===== src/prr_defines.svh =====
`ifndef PRR_DEFINES_SVH
`define PRR_DEFINES_SVH

// Command codes seen on the sideband
`define PRR_OP_GET_PARAMS   8'h17
`define PRR_OP_GET_STATS    8'h18
// Generic answer: command completed, no reason
`define PRR_RSP_COMPLETED   16'h0000
`define PRR_REASON_NONE     16'h0000

// Filter counts as reported by the capability answer
`define PRR_NUM_UNICAST     8'h04
`define PRR_NUM_MULTICAST   8'h02
`define PRR_NUM_MIXED       8'h02
`define PRR_NUM_MAC         8'h08
`define PRR_NUM_VLAN        8'h0F

// Response byte offsets
`define PRR_OFF_RESP        8'h10
`define PRR_OFF_MAC_CNT     8'h16
`define PRR_OFF_VLAN_FLAGS  8'h1A
`define PRR_OFF_LINK        8'h1C
`define PRR_OFF_BCAST       8'h20
`define PRR_OFF_CFG         8'h24
`define PRR_OFF_MAC         8'h30
`define PRR_OFF_PAD         8'h7E
`define PRR_OFF_CSUM        8'h80
`define PRR_OFF_LAST        8'h83

// Register word addresses
`define PRR_REG_LINK        8'h00
`define PRR_REG_BCAST       8'h01
`define PRR_REG_CFG         8'h02
`define PRR_REG_MODE        8'h03
`define PRR_REG_NOTICE      8'h04
`define PRR_REG_MAC_EN      8'h05
`define PRR_REG_VLAN_EN     8'h06
`define PRR_REG_STATUS      8'h07
`define PRR_REG_MAC_BASE    8'h10
`define PRR_REG_VLAN_BASE   8'h20

// Reset value of every configuration field
`define PRR_CFG_RESET       32'h0000_0000

`endif


===== src/prr_pkg.sv =====
package prr_pkg;

  // Current settings as last written by the management side
  typedef struct packed {
    logic [31:0]       link;
    logic [31:0]       bcast;
    logic [3:0]        flags;
    logic [7:0]        vlan_mode;
    logic [7:0]        flow_en;
    logic [31:0]       notice;
    logic [7:0]        mac_en;
    logic [14:0]       vlan_en;
    logic [7:0][47:0]  mac;
    logic [14:0][15:0] vlan;
  } prr_cfg_t;

  // Decoded command from the packet front end
  typedef struct packed {
    logic         valid;
    logic         ok;
    logic [7:0]   code;
    logic [127:0] hdr;
  } prr_cmd_t;

  // Response byte stream
  typedef struct packed {
    logic       valid;
    logic       last;
    logic [7:0] data;
  } prr_tx_t;

  typedef enum logic [0:0] {
    PRR_IDLE,
    PRR_SEND
  } prr_state_t;

endpackage


===== src/prr_csum.sv =====
`timescale 1ns/1ps

module prr_csum (
  input  wire logic        clk,       // System clock
  input  wire logic        reset_n,   // Synchronous reset
  input  wire logic        start,     // First byte of a frame
  input  wire logic        add,       // Further byte of a frame
  input  wire logic        odd,       // Byte closes a 16-bit word
  input  wire logic [7:0]  data,      // Byte being sent
  output      logic [31:0] csum       // Two's complement of word sum
);

  logic [7:0]  hi_byte;
  logic [31:0] sum;

  // Complement of the 16-bit word sum, carries kept in 32 bits
  assign csum = 32'(~sum + 32'h0000_0001);

  // Pair bytes high first, then add each word
  always_ff @(posedge clk) begin
    if (!reset_n) begin
      hi_byte <= 8'h00;
      sum     <= 32'h0000_0000;
    end else if (start) begin
      hi_byte <= data;
      sum     <= 32'h0000_0000;
    end else if (add && !odd) begin
      hi_byte <= data;
    end else if (add) begin
      sum <= 32'(sum + {16'h0000, hi_byte, data});
    end
  end

endmodule


===== src/prr_regs.sv =====
`timescale 1ns/1ps
`include "prr_defines.svh"

module prr_regs
  import prr_pkg::*;
(
  input  wire logic        clk,       // System clock
  input  wire logic        reset_n,   // Synchronous reset
  input  wire logic [7:0]  addr,      // Word address
  input  wire logic [31:0] wdata,     // Write data
  input  wire logic        wr,        // Write strobe
  input  wire logic        rd,        // Read strobe
  input  wire logic [31:0] status,    // Live block state
  output      logic [31:0] rdata,     // Read data, next cycle
  output      prr_cfg_t    cfg        // Current settings
);

  logic [31:0] rd_mux;
  logic [3:0]  mac_sel;
  logic [3:0]  vlan_sel;
  logic        mac_hit;
  logic        vlan_hit;

  // Array windows: two words per address, one per tag
  assign mac_sel  = 4'(addr - `PRR_REG_MAC_BASE);
  assign vlan_sel = 4'(addr - `PRR_REG_VLAN_BASE);
  assign mac_hit  = (addr >= `PRR_REG_MAC_BASE) &&
                    (addr < `PRR_REG_MAC_BASE + 8'h10);
  assign vlan_hit = (addr >= `PRR_REG_VLAN_BASE) &&
                    (addr < `PRR_REG_VLAN_BASE + `PRR_NUM_VLAN);

  // Read select; unmapped words read as zero
  assign rd_mux =
    (addr == `PRR_REG_LINK)    ? cfg.link :
    (addr == `PRR_REG_BCAST)   ? cfg.bcast :
    (addr == `PRR_REG_CFG)     ? {28'h000_0000, cfg.flags} :
    (addr == `PRR_REG_MODE)    ? {16'h0000, cfg.vlan_mode, cfg.flow_en} :
    (addr == `PRR_REG_NOTICE)  ? cfg.notice :
    (addr == `PRR_REG_MAC_EN)  ? {24'h00_0000, cfg.mac_en} :
    (addr == `PRR_REG_VLAN_EN) ? {17'h0_0000, cfg.vlan_en} :
    (addr == `PRR_REG_STATUS)  ? status :
    (mac_hit && !mac_sel[0])   ? {16'h0000, cfg.mac[mac_sel[3:1]][47:32]} :
    mac_hit                    ? cfg.mac[mac_sel[3:1]][31:0] :
    vlan_hit                   ? {16'h0000, cfg.vlan[vlan_sel]} :
                                 32'h0000_0000;

  // Settings store; reserved flag bits are simply not kept
  always_ff @(posedge clk) begin
    if (!reset_n) begin
      cfg   <= '0;
      rdata <= `PRR_CFG_RESET;
    end else begin
      rdata <= rd ? rd_mux : 32'h0000_0000;
      if (wr) begin
        if (addr == `PRR_REG_LINK)    cfg.link      <= wdata;
        if (addr == `PRR_REG_BCAST)   cfg.bcast     <= wdata;
        if (addr == `PRR_REG_CFG)     cfg.flags     <= wdata[3:0];
        if (addr == `PRR_REG_MODE)    cfg.vlan_mode <= wdata[15:8];
        if (addr == `PRR_REG_MODE)    cfg.flow_en   <= wdata[7:0];
        if (addr == `PRR_REG_NOTICE)  cfg.notice    <= wdata;
        if (addr == `PRR_REG_MAC_EN)  cfg.mac_en    <= wdata[7:0];
        if (addr == `PRR_REG_VLAN_EN) cfg.vlan_en   <= wdata[14:0];
        if (mac_hit && !mac_sel[0])
          cfg.mac[mac_sel[3:1]][47:32] <= wdata[15:0];
        if (mac_hit && mac_sel[0])
          cfg.mac[mac_sel[3:1]][31:0] <= wdata;
        if (vlan_hit)
          cfg.vlan[vlan_sel] <= wdata[15:0];
      end
    end
  end

endmodule


===== src/prr_top.sv =====
// Summary of operation
// (RULE1) Good read-back command always accepted and answered with a response; here one arriving while a response is sent is dropped and counted.
// (RULE2) Fields carry last written values; unsupported ones read as zero.
// (RULE3) Reason field holds only generic codes, here always none.
// (RULE4) Length follows filter counts; addresses packed with no gaps.
// (RULE5) Addresses ordered unicast, then multicast, then mixed entries.
// (RULE6) Bytes 0..15 header; 16..19 response code then reason code.
// (RULE7) Link settings at bytes 28..31; broadcast filter at 32..35.
// (RULE8) Config flags at 36..39; flow control and VLAN mode at 40..43.
// (RULE9) Addresses from byte 48, most significant byte first, contiguous.
// (RULE10) Sixteen-bit VLAN tags follow the addresses back to back.
// (RULE11) Optional padding after the last field, then the checksum word.
// (RULE12) Count fields give the supported address and tag numbers.
// (RULE13) Broadcast field is the active setting, not a default.
// (RULE14) Up to eight six-byte addresses and fifteen tags returned.
// (RULE15) Controller trusts values only when their enable flag is set.
// (RULE16) Address flag bit n-1 gives enable state of address n.
// (RULE17) Tag flag bit n-1 gives enable state of tag n.
// (RULE18) Flag bit 0 broadcast filter, bit 3 multicast; higher bits zero.
// (RULE19) Flag bit 1 channel enabled, bit 2 network transmit enabled.
// (RULE20) Statistics command 0x18 raises a request for aggregated counts.
// (RULE21) Statistics command is header, checksum and padding only.
// (RULE22) Unicast, multicast, mixed counts total at most eight, one usable.
// (RULE23) Zero padding aligns checksum to a four-byte offset.
`timescale 1ns/1ps
`include "prr_defines.svh"

module prr_top
  import prr_pkg::*;
(
  input  wire logic        clk,        // 40 MHz system clock
  input  wire logic        reset_n,    // Synchronous reset
  input  wire logic [7:0]  reg_addr,   // Register word address
  input  wire logic [31:0] reg_wdata,  // Register write data
  input  wire logic        reg_wr,     // Register write strobe
  input  wire logic        reg_rd,     // Register read strobe
  output      logic [31:0] reg_rdata,  // Read data, cycle after strobe
  input  wire prr_cmd_t    cmd,        // Decoded command
  output      logic        cmd_ready,  // Command can be taken
  output      prr_tx_t     tx,         // Response byte stream
  input  wire logic        tx_ready,   // Consumer takes the byte
  output      logic        stat_req    // Statistics request pulse
);

  prr_state_t   state;
  prr_state_t   next_state;
  prr_cfg_t     cfg;
  prr_cfg_t     snap;
  logic [127:0] hdr_snap;
  logic [7:0]   tx_idx;
  logic [7:0]   next_idx;
  logic [7:0]   next_byte;
  logic [7:0]   first_byte;
  logic [7:0]   csum_byte;
  logic [7:0]   csum_in;
  logic [31:0]  csum;
  logic [31:0]  status;
  logic [15:0]  drop_cnt;
  logic [15:0]  resp_cnt;
  logic [1023:0] frame;
  logic         take_params;
  logic         take_stats;
  logic         cmd_drop;
  logic         advance;
  logic         done;
  logic         load_body;

  // Pick byte k of the frame image, byte 0 in the top bits
  function automatic logic [7:0] pick(input logic [1023:0] f,
                                      input logic [7:0]    k);
    pick = f[(127 - k) * 8 +: 8];
  endfunction

  // Settings store behind the plain register port
  prr_regs u_regs (
    .clk     (clk),
    .reset_n (reset_n),
    .addr    (reg_addr),
    .wdata   (reg_wdata),
    .wr      (reg_wr),
    .rd      (reg_rd),
    .status  (status),
    .rdata   (reg_rdata),
    .cfg     (cfg)
  );

  // Running checksum over every byte before the checksum word
  prr_csum u_csum (
    .clk     (clk),
    .reset_n (reset_n),
    .start   (take_params),
    .add     (load_body),
    .odd     (next_idx[0]),
    .data    (csum_in),
    .csum    (csum)
  );

  // Status word: low 15 bits of dropped count, busy, then count of answers
  assign status = {drop_cnt[14:0], (state == PRR_SEND), resp_cnt};

  // Command acceptance; a bad checksum or id mismatch is ignored
  // (RULE1) accept good command
  assign cmd_ready   = (state == PRR_IDLE);
  assign take_params = cmd.valid && cmd.ok && cmd_ready &&
                       (cmd.code == `PRR_OP_GET_PARAMS);
  // (RULE20) statistics request decode
  assign take_stats  = cmd.valid && cmd.ok &&
                       (cmd.code == `PRR_OP_GET_STATS);
  assign cmd_drop    = cmd.valid && cmd.ok && !cmd_ready &&
                       (cmd.code == `PRR_OP_GET_PARAMS);

  // Response image taken from the snapshot so a frame never mixes
  // old and new settings when software writes mid-frame
  // (RULE6) header and codes
  // (RULE3) generic reason only
  // (RULE12) supported counts
  // (RULE7) link and broadcast words
  // (RULE13) active broadcast value
  // (RULE8) flags and mode words
  // (RULE18) flag bits, reserved zero
  // (RULE19) channel and transmit flags
  // (RULE9) addresses most significant first
  // (RULE10) tags packed after addresses
  // (RULE5) unicast, multicast, mixed order
  // (RULE14) eight addresses, fifteen tags
  // (RULE16) address enable flags
  // (RULE17) tag enable flags
  // (RULE23) zero pad to alignment
  assign frame = {
    hdr_snap,
    `PRR_RSP_COMPLETED, `PRR_REASON_NONE,
    16'h0000, `PRR_NUM_MAC, snap.mac_en,
    `PRR_NUM_VLAN, 8'h00, 1'b0, snap.vlan_en,
    snap.link,
    snap.bcast,
    28'h000_0000, snap.flags,
    snap.vlan_mode, 16'h0000, snap.flow_en,
    snap.notice,
    snap.mac[0], snap.mac[1], snap.mac[2], snap.mac[3],
    snap.mac[4], snap.mac[5], snap.mac[6], snap.mac[7],
    snap.vlan[0],  snap.vlan[1],  snap.vlan[2],  snap.vlan[3],
    snap.vlan[4],  snap.vlan[5],  snap.vlan[6],  snap.vlan[7],
    snap.vlan[8],  snap.vlan[9],  snap.vlan[10], snap.vlan[11],
    snap.vlan[12], snap.vlan[13], snap.vlan[14],
    16'h0000
  };

  // First byte comes straight from the incoming header
  assign first_byte = cmd.hdr[127:120];

  // Checksum opens on the header byte; the index is stale at acceptance
  assign csum_in = take_params ? first_byte : next_byte;

  // Byte stepping; body bytes feed the checksum as they are loaded
  // (RULE11) checksum after padding
  assign advance   = tx.valid && tx_ready;
  assign done      = advance && (tx_idx == `PRR_OFF_LAST);
  assign next_idx  = 8'(tx_idx + 8'h01);
  assign csum_byte = csum[8 * (2'd3 - next_idx[1:0]) +: 8];
  assign next_byte = (next_idx < `PRR_OFF_CSUM) ? pick(frame, next_idx)
                                                : csum_byte;
  assign load_body = advance && (next_idx < `PRR_OFF_CSUM);

  // Sequencer: idle until a command, send until the last byte
  always_comb begin
    next_state = state;
    unique case (state)
      PRR_IDLE: begin
        if (take_params) begin
          next_state = PRR_SEND;
        end
      end
      PRR_SEND: begin
        if (done) begin
          next_state = PRR_IDLE;
        end
      end
    endcase
  end

  always_ff @(posedge clk) begin
    if (!reset_n) begin
      state <= PRR_IDLE;
    end else begin
      state <= next_state;
    end
  end

  // Snapshot of settings and header at acceptance
  // (RULE2) last written values
  always_ff @(posedge clk) begin
    if (!reset_n) begin
      snap     <= '0;
      hdr_snap <= 128'h0;
    end else if (take_params) begin
      snap     <= cfg;
      hdr_snap <= cmd.hdr;
    end
  end

  // Output byte register; data is held while the consumer stalls
  // (RULE4) fixed-count frame length
  always_ff @(posedge clk) begin
    if (!reset_n) begin
      tx     <= '0;
      tx_idx <= 8'h00;
    end else if (take_params) begin
      tx.valid <= 1'b1;
      tx.last  <= 1'b0;
      tx.data  <= first_byte;
      tx_idx   <= 8'h00;
    end else if (done) begin
      tx <= '0;
    end else if (advance) begin
      tx.data <= next_byte;
      tx.last <= (next_idx == `PRR_OFF_LAST);
      tx_idx  <= next_idx;
    end
  end

  // Statistics request goes to the counter block as one pulse
  // (RULE20) forward statistics request
  always_ff @(posedge clk) begin
    if (!reset_n) begin
      stat_req <= 1'b0;
    end else begin
      stat_req <= take_stats;
    end
  end

  // Activity counters; they wrap, software takes differences
  always_ff @(posedge clk) begin
    if (!reset_n) begin
      resp_cnt <= 16'h0000;
      drop_cnt <= 16'h0000;
    end else begin
      if (done) begin
        resp_cnt <= 16'(resp_cnt + 16'h0001);
      end
      if (cmd_drop) begin
        drop_cnt <= 16'(drop_cnt + 16'h0001);
      end
    end
  end

  // Checks on the response stream, the statistics pulse and the filter counts

  property p_accept;
    @(posedge clk) disable iff (!reset_n)
    take_params |=> tx.valid && (tx_idx == 8'h00) &&
                    (hdr_snap == $past(cmd.hdr));
  endproperty
  a_accept: assert property (p_accept) // RULE1
    else $error("good command not answered");

  property p_codes;
    @(posedge clk) disable iff (!reset_n)
    tx.valid && (tx_idx >= `PRR_OFF_RESP) && (tx_idx < 8'h14)
      |-> tx.data == 8'h00;
  endproperty
  a_codes: assert property (p_codes) // RULE6
    else $error("response or reason code not zero");

  property p_count;
    @(posedge clk) disable iff (!reset_n)
    tx.valid && (tx_idx == `PRR_OFF_MAC_CNT)
      |-> tx.data == 8'h08;
  endproperty
  a_count: assert property (p_count) // RULE12
    else $error("address count wrong");

  property p_vflags;
    @(posedge clk) disable iff (!reset_n)
    tx.valid && (tx_idx == `PRR_OFF_VLAN_FLAGS)
      |-> tx.data == {1'b0, snap.vlan_en[14:8]};
  endproperty
  a_vflags: assert property (p_vflags) // RULE17
    else $error("tag flags wrong");

  property p_bcast;
    @(posedge clk) disable iff (!reset_n)
    tx.valid && (tx_idx == `PRR_OFF_BCAST)
      |-> tx.data == snap.bcast[31:24];
  endproperty
  a_bcast: assert property (p_bcast) // RULE13
    else $error("broadcast field not current");

  property p_flags;
    @(posedge clk) disable iff (!reset_n)
    tx.valid && (tx_idx == 8'h27)
      |-> tx.data == {4'h0, snap.flags};
  endproperty
  a_flags: assert property (p_flags) // RULE18
    else $error("configuration flags wrong");

  property p_mflags;
    @(posedge clk) disable iff (!reset_n)
    tx.valid && (tx_idx == 8'h17)
      |-> tx.data == snap.mac_en;
  endproperty
  a_mflags: assert property (p_mflags) // RULE16
    else $error("address flags wrong");

  property p_hold;
    @(posedge clk) disable iff (!reset_n)
    tx.valid && !tx_ready
      |=> tx.valid && $stable(tx.data);
  endproperty
  a_hold: assert property (p_hold) // RULE4
    else $error("byte lost while consumer stalls");

  property p_mac;
    @(posedge clk) disable iff (!reset_n)
    tx.valid && (tx_idx == `PRR_OFF_MAC) && tx_ready
      |=> tx.data == snap.mac[0][39:32];
  endproperty
  a_mac: assert property (p_mac) // RULE9
    else $error("address byte order wrong");

  property p_pad;
    @(posedge clk) disable iff (!reset_n)
    tx.valid && (tx_idx >= `PRR_OFF_PAD) && (tx_idx < `PRR_OFF_CSUM)
      |-> tx.data == 8'h00;
  endproperty
  a_pad: assert property (p_pad) // RULE23
    else $error("pad byte not zero");

  property p_last;
    @(posedge clk) disable iff (!reset_n)
    tx.valid && tx.last |-> tx_idx == `PRR_OFF_LAST;
  endproperty
  a_last: assert property (p_last) // RULE11
    else $error("frame ends at wrong byte");

  property p_stats;
    @(posedge clk) disable iff (!reset_n)
    take_stats |=> stat_req ##1 !stat_req || $past(take_stats);
  endproperty
  a_stats: assert property (p_stats) // RULE20
    else $error("statistics request missing");

  property p_filters;
    @(posedge clk) disable iff (!reset_n)
    (`PRR_NUM_UNICAST + `PRR_NUM_MULTICAST + `PRR_NUM_MIXED
      <= `PRR_NUM_MAC) &&
    (`PRR_NUM_UNICAST + `PRR_NUM_MIXED != 8'h00);
  endproperty
  a_filters: assert property (p_filters) // RULE22
    else $error("filter counts out of range");

endmodule


===== config.mk =====
export PLATFORM = sky130hd
export DESIGN_NAME = prr_top
export DESIGN_NICKNAME = d
export VERILOG_FILES = /design/src/prr_pkg.sv /design/src/prr_csum.sv /design/src/prr_regs.sv /design/src/prr_top.sv
export VERILOG_INCLUDE_DIRS = /design/src /design/src/src
export SDC_FILE = /design/constraint.sdc
export NUM_CORES = 2
export LEC_CHECK = 0
export BUFFER_PORTS_ARGS = -buffer_cell sky130_fd_sc_hd__clkbuf_2
export CAP_MARGIN = 0
export CELL_PAD_IN_SITES_DETAIL_PLACEMENT = 0
export CELL_PAD_IN_SITES_GLOBAL_PLACEMENT = 1
export CORE_MARGIN = 8
export CORE_UTILIZATION = 35
export DETAILED_ROUTE_END_ITERATION = 12
export PLACE_DENSITY_LB_ADDON = 0.1
export SLEW_MARGIN = 25
export SYNTH_ARGS = -nofsm -noshare
export SYNTH_HDL_FRONTEND = slang
export SYNTH_HIERARCHICAL = 1
export SYNTH_SLANG_ARGS = --single-unit

===== constraint.sdc =====
create_clock -name clk -period 9.7 [get_ports clk]
set_clock_uncertainty 0.2 [all_clocks]
set_input_delay 0 -clock clk [delete_from_list [all_inputs] [get_ports clk]]
set_output_delay 0 -clock clk [all_outputs]
set_load 0.1 [all_outputs]

==> impl_metrics.env <==
export IMPL_drt_iter0_markers=7928
export IMPL_worstPathRequired_ns=10.29
export IMPL_place_hpwl_mm=247.7
export IMPL_start_util=0.3509
export IMPL_start_kind="register"
export IMPL_setup_violations=0
export IMPL_grt_max_degree=267
export IMPL_boundaryPins=227
export IMPL_syn_nets=9777
export IMPL_gr_total_overflow=0
export IMPL_critPathKind="reg2reg"
export IMPL_clkPwrFrac=0.496
export IMPL_synth_edf_count=0
export IMPL_seq_area_frac_synth=0.4323
export IMPL_die_area_um2=250900
export IMPL_seq_area_um2=35580
export IMPL_clock_latency_ns=0.91
export IMPL_reg2reg_to="u_csum/sum[22]"
export IMPL_hold_class="in2reg"
export IMPL_cts_buffers=207
export IMPL_synth_ff_type="dfxtp_1"
export IMPL_vias=73480
export IMPL_synth_top_area_frac=0.4323
export IMPL_p_seq_frac=0.455
export IMPL_final_hold_viol_count=0
export IMPL_rows=178
export IMPL_setup_tns_final_ns=0
export IMPL_post_synth_inst_count=9572
export IMPL_ff2ff_setup_slack_ns=2.11
export IMPL_die_w_um=500.9
export IMPL_htreeDepth=4
export IMPL_final_layout_size_suffix_gt1_frac=0.1200
export IMPL_synth_area_um2=82300
export IMPL_p_per_area_nw_per_um2=165.9
export IMPL_postSynthAreaPerCell_um2=8.598
export IMPL_die_h_um=500.9
export IMPL_drcViolationCount=0
export IMPL_min_from="reg_wdata[29]"
export IMPL_multi_input_area_um2=43300
export IMPL_crit_fanout=45
export IMPL_fin_hold_ws_ns=0.08262
export IMPL_grt_util_all_layers=0.2964
export IMPL_maxSlewHeadroom=0.1792
export IMPL_reg2reg_from="tx_idx[0]"
export IMPL_dpl_cell_area_um2=85520
export IMPL_hold_end="u_regs/cfg[509]"
export IMPL_comb_power_share=0.049
export IMPL_fin_crit_sh=0.7826
export IMPL_grt_pass1_wl_mm=545.0
export IMPL_yosysTopAreaCell="dfxtp_1"
export IMPL_gp_congestion=0.8906
export IMPL_io_buffers=226
export IMPL_yosysWarningCount=6
export IMPL_drt_total_wl_mm=386.3
export IMPL_root_buffer="clkbuf_16"
export IMPL_ir_drop_uv=176.1
export IMPL_crit_arrival_ns=8.18
export IMPL_clock_sinks=1777
export IMPL_cts_path_max_buffers=3
export IMPL_grt_pass1_vias=70370
export IMPL_fillers=23420
export IMPL_ant_nets=0
export IMPL_p_switching_uw=3908
export IMPL_clock_fmax_mhz=131.7
export IMPL_area_delta_synth_final_pct=17.69
export IMPL_ff2ff_path_depth=17
export IMPL_synthTopCellsByArea="dfxtp_1, nand2_1, a21boi_0, mux4_2, clkbuf_1"
export IMPL_core_area_um2=234500
export IMPL_dp_cells=12280
export IMPL_fin_area_um2=96850
export IMPL_p_int_uw=12160
export IMPL_grt_antenna_before_repair=39
export IMPL_tightest_slew_ns=1.231
export IMPL_rsz0062_at_grt="no"
export IMPL_fin_nets=9987
export IMPL_instances_no_fill=13110
export IMPL_viasPerCell=5.607
export IMPL_ys_async_sr_fraction=0
export IMPL_synth_seq_cells=1777
export IMPL_maxCapViolations=0
export IMPL_avgRoutedWirePerCell_um=29.48
export IMPL_cts_reportedPaths_clkPinSlew_ns=0.06
export IMPL_status="completed"
export IMPL_hold_depth=4
export IMPL_slew_violations=0
export IMPL_switching_share=0.2432
export IMPL_finalCriticalPeriod_ns=7.591
export IMPL_synth_distinct_cells=103
export IMPL_cp_end_kind="register"
export IMPL_cts_tree="yes"
export IMPL_drtPass1Iterations=8
export IMPL_p_leak_uw=0.03174
[critical path, cell delays in order, from the launching register on]
cell	delay [ns]
dfxtp_4	0.87
ha_1	0.64
nand3_1	0.39
xor2_4	0.85
buf_4	0.50
nor2_1	0.24
o22ai_1	0.82
o211ai_1	0.24
nand3_1	0.18
ha_1	0.19
inv_1	0.06
fa_1	0.38
nor2b_1	0.23
o211ai_1	0.21
a2111oi_0	0.63
o21ai_1	0.30
or3_1	0.40
a21oi_1	0.14
[area by class of cell]
cell class,instances,share of cell area
flip-flops and latches,1777,0.3673
well taps,3150,0.04069
clock inverters,62,0.007364
inverters,25,0.001046
repair buffers,835,0.07302
diodes,6,0.0001550
multi-input cells,6936,0.4471
clock buffers,314,0.06333
[registers in the layout (all words and copies together), names as in the netlist, 8 cells and up]
signal,cells
u_csum/hi_byte,8
u_regs/cfg,763
resp_cnt,16
tx_idx,8
tx,10
u_csum/sum,32
drop_cnt,15
frame,763
hdr_snap,128
u_regs/rdata,32
[per-stage QoR]
step,total power [µW],setup WS (ns),utilization
after floorplan,7812,4.572,-
after global placement,8124,2.379,0.3643
after detailed placement,8125,2.231,0.3647
after CTS,16180,2.185,0.4126
after global routing,16510,1.743,0.4129
final,16070,2.109,0.4130
[metal layers]
| layer | track usage | wire length (µm) | up-vias | part of all wire |
|---|---|---|---|---|
| met1 | 0.4038 | 168100 | 36770 | 0.44 |
| met2 | 0.4655 | 171000 | 2994 | 0.44 |
| met5 | 0 | 65 | - | 0.00017 |
| li1 | - | - | 33070 | - |
| met3 | 0.04672 | 27750 | 640 | 0.072 |
| met4 | 0.1291 | 19380 | 12 | 0.050 |
[logic make-up (layout without fill, tap and decap cells)]
| logic type | count (synthesis) | in the layout | synth area share |
|---|---|---|---|
| simple gates | 4032 | 4032 | 0.1981 |
| compound gates | 2309 | 2309 | 0.2065 |
| flops | 1777 | 1777 | 0.4323 |
| buf+inv | 859 | 1236 | 0.04607 |
| mux | 484 | 484 | 0.1036 |
| xor+xnor | 89 | 89 | 0.01011 |
| fa+ha+maj | 22 | 22 | 0.003436 |
| other cells | 0 | 6 | 0 |
[cells in the final DEF (no fill, tap or decap), types with 21 or more instances in the layout]
master	n
nand4_1	21
clkbuf_16	208
xnor2_1	58
mux2i_1	128
nor3_1	30
inv_1	22
a21oi_1	118
clkbuf_2	215
clkbuf_8	54
xor2_1	22
nand3_1	89
a211oi_1	34
buf_4	151
dlygate4sd3_1	438
mux2_2	70
clkbuf_1	53
o22ai_1	53
nor2_1	114
a21boi_0	1515
nand2_1	3490
dfxtp_1	1776
o211ai_1	22
nor2b_1	45
o221ai_1	42
a31oi_1	39
a221oi_1	36
and2_1	40
a22oi_1	68
nor2_4	22
mux4_2	283
a21boi_1	125
o21ai_0	108
clkinv_2	35
and3_1	24
[repair_timing]
| item | CTS | global route |
|---|---|---|
| buffers inserted | 0 | 0 |
| resized for setup | 0 | 0 |
| hold endpoints to repair | 1268 | 0 |
| hold buffers | 438 | 0 |
[synth_stat cells, types with 41 or more instances]
cell type and instances:
a21boi_1 125, o21ai_0 109, buf_2 185, clkbuf_1 566, o221ai_1 42, nand3_1 97
nand2_1 3505, o22ai_1 53, and2_1 41, a21oi_1 118, nor2b_1 50, xnor2_1 59
dfxtp_1 1777, nor2_1 121, mux2_2 70, mux4_2 283, a21boi_0 1515, mux2i_1 128
buf_4 45, a22oi_1 68
[power by group through the flow]
stage | logic (µW) | clock network (µW) | registers, µW
6_report | 786 | 7970 | 7310
4_1_cts | 766 | 8100 | 7310
5_1_grt | 800 | 8410 | 7300
3_3_place_gp | 656 | 0 | 7470
3_5_place_dp | 657 | 0 | 7470
2_1_floorplan | 339 | 0 | 7470
[worst max path at each step]
| stage | start | to | slack (ns) |
|---|---|---|---|
| 2_1_floorplan | tx_idx[0] | u_csum/sum[22] | 4.57 |
| 3_3_place_gp | tx_idx[0] | u_csum/sum[22] | 2.38 |
| 3_5_place_dp | tx_idx[0] | u_csum/sum[22] | 2.23 |
| 4_1_cts | tx_idx[0] | u_csum/sum[22] | 2.18 |
| 5_1_grt | tx_idx[0] | u_csum/sum[22] | 1.74 |
| 6_report | tx_idx[0] | u_csum/sum[22] | 2.11 |
(Power assumes the default switching activity.)
